==> src/inc/pgt_pkg.sv <==
`default_nettype none
package pgt_pkg;

	localparam int ADDR_W = 8;
	localparam int DATA_W = 8;

	// Register offsets
	localparam logic [7:0] OFF_OUT3_MASK_A = 8'hAA;
	localparam logic [7:0] OFF_OUT3_MASK_B = 8'hAB;
	localparam logic [7:0] OFF_CTL_MASKS   = 8'hAC;
	localparam logic [7:0] OFF_AUX1_CTL    = 8'hAE;
	localparam logic [7:0] OFF_STATUS_A    = 8'hB0;
	localparam logic [7:0] OFF_STATUS_B    = 8'hB1;
	localparam logic [7:0] OFF_IRQ_STAT    = 8'hB8;
	localparam logic [7:0] OFF_IRQ_MASK    = 8'hB9;

	// Reset values
	localparam logic [7:0] RST_OUT3_MASK = 8'h00;
	localparam logic [7:0] RST_CTL_MASKS = 8'hFF;
	localparam logic [7:0] RST_AUX1_CTL  = 8'h7D;
	localparam logic [7:0] RST_IRQ_MASK  = 8'h00;
	localparam logic [7:0] RD_ZERO       = 8'h00;

	// Control input positions in the sampled pin vector
	localparam int CTL_1 = 0;
	localparam int CTL_2 = 1;
	localparam int CTL_3 = 2;
	localparam int CTL_4 = 3;
	localparam int CTL_5 = 4;
	localparam int CTL_6 = 5;

	// Second status word layout
	localparam int G2_TERM = 3;
	localparam int G2_LOAD_SWITCH_B_TWO = 2;
	localparam int G2_LOAD_SWITCH_B_ONE = 1;
	localparam int G2_AUX3 = 0;

	// Power-good output positions
	localparam int PG_O1 = 0;
	localparam int PG_O2 = 1;
	localparam int PG_O3 = 2;
	localparam int PG_O4 = 3;

	// Control pin tree mask positions
	localparam int MISC_O3_CONTROL_INPUT_SIX = 7;
	localparam int MISC_O3_CONTROL_INPUT_THREE = 6;
	localparam int MISC_O2_CONTROL_INPUT_SIX = 5;
	localparam int MISC_O2_CONTROL_INPUT_THREE = 4;
	localparam int MISC_O4_CONTROL_INPUT_SIX = 3;
	localparam int MISC_O4_CONTROL_INPUT_THREE = 2;
	localparam int MISC_O1_CONTROL_INPUT_SIX = 1;
	localparam int MISC_O1_CONTROL_INPUT_THREE = 0;

	// Second output-3 mask positions
	localparam int M2_CONTROL_INPUT_FIVE = 7;
	localparam int M2_CONTROL_INPUT_FOUR = 6;
	localparam int M2_CONTROL_INPUT_TWO = 5;
	localparam int M2_CONTROL_INPUT_ONE = 4;
	localparam int M2_TERM = 3;

	// Interrupt status layout: bits 3..0 output lost good, bit 4 forced shutdown
	localparam int IRQ_W    = 5;
	localparam int IRQ_SHDN = 4;

	// Timing
	localparam int CLK_HZ     = 20_000_000;
	localparam int CYC_PER_MS = CLK_HZ / 1000;
	localparam int SHDN_MS_0  = 1;
	localparam int SHDN_MS_1  = 5;
	localparam int SHDN_MS_2  = 10;
	localparam int SHDN_MS_3  = 100;
	localparam int SHDN_CYC_0 = SHDN_MS_0 * CYC_PER_MS;
	localparam int SHDN_CYC_1 = SHDN_MS_1 * CYC_PER_MS;
	localparam int SHDN_CYC_2 = SHDN_MS_2 * CYC_PER_MS;
	localparam int SHDN_CYC_3 = SHDN_MS_3 * CYC_PER_MS;

	localparam int SYNC_W = 21;

	typedef struct packed {
		logic [1:0] discharge;
		logic       sdwn_cfg;
		logic [3:0] vcode;
		logic       enable;
	} pgt_aux_ctl_t;

	typedef struct packed {
		logic       esd;
		logic [5:0] good2;
		logic [7:0] good1;
		logic [5:0] ctl;
	} pgt_inputs_t;

	typedef struct packed {
		logic [ADDR_W-1:0] addr;
		logic [DATA_W-1:0] wdata;
		logic              wr;
		logic              rd;
	} pgt_bus_t;

	typedef enum logic [1:0] {
		SD_RUN  = 2'h1,
		SD_HOLD = 2'h2
	} pgt_sd_state_t;

	// A masked member counts as good
	function automatic logic pgt_pair_good(logic c6, logic c3, logic m6, logic m3);
		return (c6 | m6) & (c3 | m3);
	endfunction : pgt_pair_good

endpackage : pgt_pkg
`default_nettype wire

==> src/rtl/pgt_sync.sv <==
`timescale 1ns/1ns
`default_nettype none
module pgt_sync #(
	parameter int W = 1
) (
	input  wire logic         clk_in,
	input  wire logic         nrst_in,
	input  wire logic [W-1:0] d_in,
	output var  logic [W-1:0] q_out
);
	logic [W-1:0] meta_r;

	// First stage feeds only the second stage
	always_ff @(posedge clk_in or negedge nrst_in) begin
		if (!nrst_in) begin
			meta_r <= '0;
			q_out  <= '0;
		end else begin
			meta_r <= d_in;
			q_out  <= meta_r;
		end
	end
endmodule : pgt_sync
`default_nettype wire

==> src/rtl/pgt_regs.sv <==
`timescale 1ns/1ns
`default_nettype none
// How it works
// [RL1] Second output-3 mask bits 7..4 drop control inputs 5,4,2,1 from tree.
// [RL2] Its bits 3..0 drop termination, switch B2, B1, aux three; reset zero.
// [RL3] Control mask bits 7,6 drop inputs 6,3 from output three; reset one.
// [RL4] Control mask bits 5,4 drop inputs 6,3 from output two; reset one.
// [RL5] Control mask bits 3,2 drop inputs 6,3 from output four; reset one.
// [RL6] Control mask bits 1,0 drop inputs 6,3 from output one; reset one.
// [RL7] Shutdown config zero: emergency shutdown forces aux one off for fixed time.
// [RL8] Shutdown config one: aux one follows enable bit 0 only, reset one.
// [RL9] Aux one voltage code sits in bits 4..1, reset Eh.
// [RL10] First status reads live good of aux two, switch A1, step-down 6..1.
// [RL11] First output-3 mask drops step-down 1..6, switch A1, aux two.
// [RL12] Output is good only while every unmasked tree member is good.
module pgt_regs
	import pgt_pkg::*;
#(
	parameter int         T_SHDN0_CYC = SHDN_CYC_0,
	parameter int         T_SHDN1_CYC = SHDN_CYC_1,
	parameter int         T_SHDN2_CYC = SHDN_CYC_2,
	parameter int         T_SHDN3_CYC = SHDN_CYC_3,
	parameter logic [1:0] SHDN_SEL    = 2'h0
) (
	input  wire logic              REF_CLK_IN,
	input  wire logic              NRST_IN,
	input  wire logic [ADDR_W-1:0] ADDR_IN,
	input  wire logic [DATA_W-1:0] WDATA_IN,
	input  wire logic              WR_IN,
	input  wire logic              RD_IN,
	output var  logic [DATA_W-1:0] RDATA_OUT,
	input  wire logic [5:0]        CTL_PINS_IN,
	input  wire logic [7:0]        RAIL_GOOD_A_IN,
	input  wire logic [5:0]        RAIL_GOOD_B_IN,
	input  wire logic              EMERG_SHDN_IN,
	output var  logic [3:0]        PG_OUTPUTS_OUT,
	output var  logic              AUX_ONE_ENABLE_OUT,
	output logic      [3:0]        AUX_ONE_VOLTAGE_CODE_OUT,
	output logic      [1:0]        AUX_ONE_DISCHARGE_SELECT_OUT,
	output var  logic              IRQ_OUT
);
	// Factory-programmed forced-off time, never below one cycle
	localparam int HOLD_RAW = (SHDN_SEL == 2'h0) ? T_SHDN0_CYC :
	                          (SHDN_SEL == 2'h1) ? T_SHDN1_CYC :
	                          (SHDN_SEL == 2'h2) ? T_SHDN2_CYC : T_SHDN3_CYC;
	localparam int HOLD_CYC = (HOLD_RAW < 1) ? 1 : HOLD_RAW;
	localparam int CNT_W    = $clog2(HOLD_CYC + 1);
	localparam logic [CNT_W-1:0] HOLD_LEN = CNT_W'(HOLD_CYC);
	localparam logic [CNT_W-1:0] CNT_ONE  = CNT_W'(1);

	pgt_bus_t      bus;
	pgt_inputs_t   pin_raw;
	pgt_inputs_t   pin_s;

	logic [7:0]    mask1_r;
	logic [7:0]    mask1_nxt;
	logic [7:0]    mask2_r;
	logic [7:0]    mask2_nxt;
	logic [7:0]    misc_r;
	logic [7:0]    misc_nxt;
	pgt_aux_ctl_t  aux_r;
	pgt_aux_ctl_t  aux_nxt;
	logic [7:0]    irq_mask_r;
	logic [7:0]    irq_mask_nxt;
	logic [IRQ_W-1:0] irq_stat_r;
	logic [IRQ_W-1:0] irq_stat_nxt;
	logic [IRQ_W-1:0] irq_ev;
	logic          irq_nxt;
	logic [DATA_W-1:0] rdata_nxt;

	logic [15:0]   o3_members;
	logic [15:0]   o3_mask;
	logic [3:0]    pg_nxt;
	logic          aux_en_nxt;

	pgt_sd_state_t sd_r;
	pgt_sd_state_t sd_nxt;
	logic [CNT_W-1:0] cnt_r;
	logic [CNT_W-1:0] cnt_nxt;
	logic          esd_d_r;
	logic          esd_rise;
	logic          shdn_start;

	assign bus     = '{addr: ADDR_IN, wdata: WDATA_IN, wr: WR_IN, rd: RD_IN};
	assign pin_raw = '{esd: EMERG_SHDN_IN, good2: RAIL_GOOD_B_IN,
	                   good1: RAIL_GOOD_A_IN, ctl: CTL_PINS_IN};

	// Every pin and rail flag is asynchronous to the register clock
	pgt_sync #(
		.W(SYNC_W)
	) u_sync (
		.clk_in  (REF_CLK_IN),
		.nrst_in (NRST_IN),
		.d_in    (pin_raw),
		.q_out   (pin_s)
	);

	// Register file writes
	always_comb begin
		mask1_nxt    = mask1_r;
		mask2_nxt    = mask2_r;
		misc_nxt     = misc_r;
		aux_nxt      = aux_r;
		irq_mask_nxt = irq_mask_r;
		if (bus.wr) begin
			case (bus.addr)
				OFF_OUT3_MASK_A: mask1_nxt = bus.wdata; // see [RL11]
				OFF_OUT3_MASK_B: mask2_nxt = bus.wdata; // see [RL1] see [RL2]
				OFF_CTL_MASKS:   misc_nxt  = bus.wdata; // see [RL3]
				OFF_AUX1_CTL:    aux_nxt   = pgt_aux_ctl_t'(bus.wdata); // see [RL9]
				OFF_IRQ_MASK:    irq_mask_nxt = bus.wdata;
				default: ;
			endcase
		end
	end

	always_ff @(posedge REF_CLK_IN or negedge NRST_IN) begin
		if (!NRST_IN) begin
			mask1_r    <= RST_OUT3_MASK;
			mask2_r    <= RST_OUT3_MASK; // see [RL2]
			misc_r     <= RST_CTL_MASKS; // see [RL3] see [RL4] see [RL5] see [RL6]
			aux_r      <= pgt_aux_ctl_t'(RST_AUX1_CTL); // see [RL8] see [RL9]
			irq_mask_r <= RST_IRQ_MASK;
		end else begin
			mask1_r    <= mask1_nxt;
			mask2_r    <= mask2_nxt;
			misc_r     <= misc_nxt;
			aux_r      <= aux_nxt;
			irq_mask_r <= irq_mask_nxt;
		end
	end

	// Power-good trees; outputs one, two and four carry only their control pin members
	assign o3_members = {pin_s.ctl[CTL_5], pin_s.ctl[CTL_4], pin_s.ctl[CTL_2],
	                     pin_s.ctl[CTL_1], pin_s.good2[G2_TERM], pin_s.good2[G2_LOAD_SWITCH_B_TWO],
	                     pin_s.good2[G2_LOAD_SWITCH_B_ONE], pin_s.good2[G2_AUX3], pin_s.good1};
	assign o3_mask    = {mask2_r, mask1_r};

	always_comb begin
		pg_nxt[PG_O1] = pgt_pair_good(pin_s.ctl[CTL_6], pin_s.ctl[CTL_3],
		                              misc_r[MISC_O1_CONTROL_INPUT_SIX], misc_r[MISC_O1_CONTROL_INPUT_THREE]); // see [RL6]
		pg_nxt[PG_O2] = pgt_pair_good(pin_s.ctl[CTL_6], pin_s.ctl[CTL_3],
		                              misc_r[MISC_O2_CONTROL_INPUT_SIX], misc_r[MISC_O2_CONTROL_INPUT_THREE]); // see [RL4]
		pg_nxt[PG_O4] = pgt_pair_good(pin_s.ctl[CTL_6], pin_s.ctl[CTL_3],
		                              misc_r[MISC_O4_CONTROL_INPUT_SIX], misc_r[MISC_O4_CONTROL_INPUT_THREE]); // see [RL5]
		pg_nxt[PG_O3] = (&(o3_members | o3_mask)) // see [RL1] see [RL2] see [RL11] see [RL12]
		                & pgt_pair_good(pin_s.ctl[CTL_6], pin_s.ctl[CTL_3],
		                                misc_r[MISC_O3_CONTROL_INPUT_SIX], misc_r[MISC_O3_CONTROL_INPUT_THREE]); // see [RL3]
	end

	// Emergency shutdown hold; a new request during the hold is ignored
	assign esd_rise = pin_s.esd & ~esd_d_r;

	always_comb begin
		sd_nxt     = sd_r;
		cnt_nxt    = cnt_r;
		shdn_start = 1'b0;
		unique case (sd_r)
			SD_RUN: begin
				if (esd_rise && !aux_r.sdwn_cfg) begin // see [RL7]
					sd_nxt     = SD_HOLD;
					cnt_nxt    = HOLD_LEN;
					shdn_start = 1'b1;
				end
			end
			SD_HOLD: begin
				if (cnt_r == CNT_ONE) begin
					sd_nxt = SD_RUN;
				end else begin
					cnt_nxt = cnt_r - CNT_ONE;
				end
			end
			default: sd_nxt = SD_RUN;
		endcase
		// Setting the config bit mid-hold returns control to the enable bit at once
		aux_en_nxt = aux_r.enable & (aux_r.sdwn_cfg | (sd_nxt != SD_HOLD)); // see [RL7] see [RL8]
	end

	always_ff @(posedge REF_CLK_IN or negedge NRST_IN) begin
		if (!NRST_IN) begin
			sd_r               <= SD_RUN;
			cnt_r              <= '0;
			esd_d_r            <= 1'b0;
			PG_OUTPUTS_OUT     <= '0;
			AUX_ONE_ENABLE_OUT <= 1'b0;
		end else begin
			sd_r               <= sd_nxt;
			cnt_r              <= cnt_nxt;
			esd_d_r            <= pin_s.esd;
			PG_OUTPUTS_OUT     <= pg_nxt;
			AUX_ONE_ENABLE_OUT <= aux_en_nxt;
		end
	end

	assign AUX_ONE_VOLTAGE_CODE_OUT     = aux_r.vcode; // see [RL9]
	assign AUX_ONE_DISCHARGE_SELECT_OUT = aux_r.discharge;

	// Interrupts and read port; a new event beats the read-clear of the same cycle
	assign irq_ev = {shdn_start, PG_OUTPUTS_OUT & ~pg_nxt};

	always_comb begin
		irq_stat_nxt = irq_stat_r;
		if (bus.rd && (bus.addr == OFF_IRQ_STAT)) begin
			irq_stat_nxt = '0;
		end
		irq_stat_nxt = irq_stat_nxt | irq_ev;
		irq_nxt      = |(irq_stat_nxt & ~irq_mask_nxt[IRQ_W-1:0]);
		rdata_nxt    = RD_ZERO;
		if (bus.rd) begin
			case (bus.addr)
				OFF_OUT3_MASK_A: rdata_nxt = mask1_r;
				OFF_OUT3_MASK_B: rdata_nxt = mask2_r;
				OFF_CTL_MASKS:   rdata_nxt = misc_r;
				OFF_AUX1_CTL:    rdata_nxt = aux_r;
				OFF_STATUS_A:    rdata_nxt = pin_s.good1; // see [RL10]
				OFF_STATUS_B:    rdata_nxt = DATA_W'(pin_s.good2);
				OFF_IRQ_STAT:    rdata_nxt = DATA_W'(irq_stat_r);
				OFF_IRQ_MASK:    rdata_nxt = irq_mask_r;
				default:         rdata_nxt = RD_ZERO;
			endcase
		end
	end

	always_ff @(posedge REF_CLK_IN or negedge NRST_IN) begin
		if (!NRST_IN) begin
			irq_stat_r <= '0;
			IRQ_OUT    <= 1'b0;
			RDATA_OUT  <= RD_ZERO;
		end else begin
			irq_stat_r <= irq_stat_nxt;
			IRQ_OUT    <= irq_nxt;
			RDATA_OUT  <= rdata_nxt;
		end
	end
endmodule : pgt_regs
`default_nettype wire

==> config.mk <==
export PLATFORM = sky130hd
export DESIGN_NAME = pgt_regs
export DESIGN_NICKNAME = d
export VERILOG_FILES = /design/src/inc/pgt_pkg.sv /design/src/rtl/pgt_sync.sv /design/src/rtl/pgt_regs.sv
export SDC_FILE = /design/constraint.sdc
export NUM_CORES = 1
export LEC_CHECK = 0
export BUFFER_PORTS_ARGS = -buffer_cell sky130_fd_sc_hd__buf_2
export CORE_MARGIN = 10
export CORE_UTILIZATION = 60
export DETAILED_ROUTE_END_ITERATION = 8
export PLACE_DENSITY = 0.92
export SETUP_SLACK_MARGIN = 0.2
export SLEW_MARGIN = 20
export SYNTH_ARGS = -nofsm -noshare
export SYNTH_HDL_FRONTEND = slang
export SYNTH_HIERARCHICAL = 1
export SYNTH_SLANG_ARGS = --single-unit
export TNS_END_PERCENT = 100
==> constraint.sdc <==
create_clock -name REF_CLK_IN -period 4.9 [get_ports REF_CLK_IN]
set_clock_uncertainty 0.2 [all_clocks]
set_input_delay 0.735 -clock REF_CLK_IN [delete_from_list [all_inputs] [get_ports REF_CLK_IN]]
set_output_delay 0.735 -clock REF_CLK_IN [all_outputs]
set_load 0.1 [all_outputs]
==> run_results.csv <==
group,metric,value,unit
routing,dr.pass1.iters,6,
yosys,syn_nets,435,
routing,drt-total-wl,12100,µm
sta,layout_min_cycle_time,2.61,ns
grt,grt_pass1_wl,19000,µm
grt,overflow,0,
yosys,synth_common_cells,"dfrtp_1 (104), mux2_2 (36), nand2_1 (30)",
routing,routedLengthMet1,4780,µm
yosys,synth_edf_count,0,
routing,first_iter_violations,349,
clocking,root_buffer,"clkbuf_8",
place,place.gp.congestion,0.894,
sta,slew_headroom,34.0,%
clocking,numCtsBuffers,17,
sta,final-hold-violation-count,0,
power,peakVddDrop,364,µV
routing,wl_per_cell,21.4,µm
routing,drc,0,
clocking,postCtsHoldBufs,0,
yosys,yosys.cell_count.top_type,"dfrtp_1",
clocking,path_clk_slew,0.06,ns
clocking,numClockSinks,119,
worst_setup_path,worstPathMaxFanout,16,
sta,timing.fmax,382,MHz
final_layout,area_growth,17.6,%
worst_setup_path,crit_family,"simple AND/OR/NAND/NOR gates",
yosys,ys_warn_count,6,
worst_setup_path,crit_cells,7,
clocking,cts_resized,0,
grt,grt_pass1_vias,3620,
clocking,htree_levels,4,
routing,antenna_left,0,
yosys,synth.top_cell.area_share,53.5,%
final_layout,n_antenna_cell,0,
worst_setup_path,crit_start,"ADDR_IN[2]",
final_layout,layout-drive-gt1-share,32.0,%
worst_setup_path,crit_path_start_kind,"input port",
yosys,yosysTopAreaCell,"dfrtp_1",
power,power.internal,1.86,mW
sta,setup_viol,0,
routing,via_count,3455,
yosys,netlist_area,0.00487,mm²
worst_setup_path,r2r_start,"sd_r[0]",
place,port_buffers,60,
power,clkPwrFrac,41.3,%
routing,dr_wl_met3,889,µm
power,power_density,471,mW/mm²
die,placeableCoreArea,0.00781,mm²
clocking,cts_post_setup_buffers_inserted,0,
routing,route.met2.wl,6070,µm
grt,grt_max_degree,83,
grt,grt.total_usage,21.1,%
run_status,outcome,"complete, no violations",
worst_setup_path,end_kind,"flop",
power,p_leak,2.66,nW
worst_setup_path,r2r_cells,7,
die,fp.dieW,110,µm
worst_setup_path,worst_path_max_delay_cell,"and4_1",
worst_setup_path,max_stage_delay,0.56,ns
worst_setup_path,r2r_setup_slack,2.32,ns
power,seq_power_share,42.1,%
sta,slew_violations,0,
die,dieArea,0.0121,mm²
die,row_count,32,
clocking,clockBufferDepth,2,
yosys,yosysSeqAreaShare,61.6,%
sta,fin_crit_sh,53.4,%
die,io_pins,61,
die,die_h,110,µm
clocking,clk-insertion-delay-late,0.53,ns
grt,antenna_found_initial,0,
worst_setup_path,endpoint,"IRQ_OUT",
yosys,ys_top_cells_by_area,"dfrtp_1 (53%), mux2_2 (8.3%), dfstp_2 (8.1%)",
die,initial_core_util,62.4,%
yosys,async_flop_share,100,%
yosys,avgSynthCellArea,12.5,µm²
sta,tightest_slew,0.988,ns
worst_setup_path,required,5.11,ns
power,swShare,30.9,%
run,maxCapViolCount,0,
worst_setup_path,r2r-end,"cnt_r[13]",
sta,fin_setup_tns,0,ns
yosys,synth_flop_cell,"dfrtp_1",
final_layout,nets,495,
place,hpwlAfterDp,8410,µm
clocking,tritoncts,"done",
yosys,syn_inst,390,
worst_setup_path,crit_buf_inv,1,
power,finalPower,2.70,mW
yosys,synth.distinct_cells,50,
power,combPwrFrac,16.6,%
worst_setup_path,path_cells,"buf_2, nor2b_1, and4_1, nand2_4, mux2i_1, a32o_1, a211o_1",
yosys,synth-seq-cells,119,
routing,vias_per_cell,6.12,
worst_setup_path,crit_arrival,2.82,ns
min_path,hp-class,"input port to flop",
power,p_switching,834,µW
routing,top_layer_used,"met4",
worst_setup_path,worst-setup-path-type,"input port to flop",
sta,grt_setup_unrepaired,"false",
## power groups by stage
stage,clock network [mW],registers [mW],logic [mW]
floorplan,0,1.14,0.318
global placement,0,1.14,0.414
detailed placement,0,1.14,0.444
CTS,1.12,1.13,0.447
global route,1.18,1.14,0.486
finish,1.11,1.13,0.448
## stage by stage
step | area (µm²) | hold slack [ns] | utilization [%] | setup WS, ns | cells
after floorplan | 4870 | 0.131 | - | 2.45 | 390
after global placement | 5190 | 0.132 | 66.5 | 1.90 | 533
after detailed placement | 5190 | 0.135 | 66.5 | 1.81 | 533
after CTS | 5730 | 0.101 | 73.3 | 2.34 | 565
after global routing | 5730 | 0.0958 | 73.3 | 2.19 | 565
final | 5730 | 0.110 | 73.3 | 2.29 | 565
## flip-flops by register name, indices dropped and copies added, names as in the netlist
| register | cells |
|---|---|
| AUX_ONE_DISCHARGE_SELECT_OUT | 2 |
| IRQ_OUT | 1 |
| u_sync/meta_r | 21 |
| sd_r | 2 |
| AUX_ONE_ENABLE_OUT | 1 |
| cnt_r | 15 |
| misc_r | 8 |
| RDATA_OUT | 8 |
| PG_OUTPUTS_OUT | 4 |
| irq_mask_r | 8 |
| irq_stat_r | 5 |
| aux_r | 2 |
| AUX_ONE_VOLTAGE_CODE_OUT | 4 |
| esd_d_r | 1 |
| mask1_r | 8 |
| mask2_r | 8 |
| u_sync/q_out | 21 |
## worst min path at each step
stage / start / to / cells after the start
after floorplan: u_sync/meta_r[0] / u_sync/q_out[0] / 0
after global placement: u_sync/meta_r[15] / u_sync/q_out[15] / 0
after detailed placement: u_sync/meta_r[0] / u_sync/q_out[0] / 0
after CTS: CTL_PINS_IN[2] / u_sync/meta_r[2] / 1
after global routing: CTL_PINS_IN[5] / u_sync/meta_r[5] / 1
final: CTL_PINS_IN[2] / u_sync/meta_r[2] / 1
## logic make-up (layout without fill, tap and decap cells)
| group | after synthesis | after routing | synth area share [%] |
|---|---|---|---|
| AND/OR/NAND/NOR | 98 | 98 | 10.6 |
| flip-flops | 119 | 119 | 61.6 |
| adder cells (fa/ha/maj) | 4 | 4 | 1.03 |
| XOR/XNOR | 8 | 8 | 1.44 |
| AO/OA/AOI/OAI | 79 | 79 | 11.1 |
| buffers and inverters | 34 | 107 | 3.44 |
| multiplexers | 48 | 48 | 10.8 |
## cell type report
class | count | area, µm²
Multi-Input combinational cell | 237 | 1700
Sequential cell | 119 | 3000
Tap cell | 102 | 128
Inverter | 14 | 52.6
Clock inverter | 14 | 118
Timing Repair Buffer | 61 | 310
Fill cell | 505 | 2080
Clock buffer | 18 | 418
## layer usage
metal	vias to the layer above	GRT usage, %
met5	-	0
met2	167	35.1
met4	0	9.57
li1	1507	-
met1	1747	25.1
met3	34	5.98
## cell usage in the layout (no fill, tap or decap), drive strengths merged, types with 3 or more instances in the layout
master and instances:
a21oi 11, a22o 3, a22oi 16, a31oi 7, and3 4, buf 61, clkbuf 18, clkinv 6
dfrtp 104, dfstp 15, ha 4, inv 20, mux2 36, mux2i 12, nand2 31, nand2b 3
nand3 5, nand3b 5, nor2 21, nor2b 7, nor3 5, o21ai 18, o22a 3, o22ai 10
o2bb2ai 4, xor2 6
(Power assumes the default switching activity.)
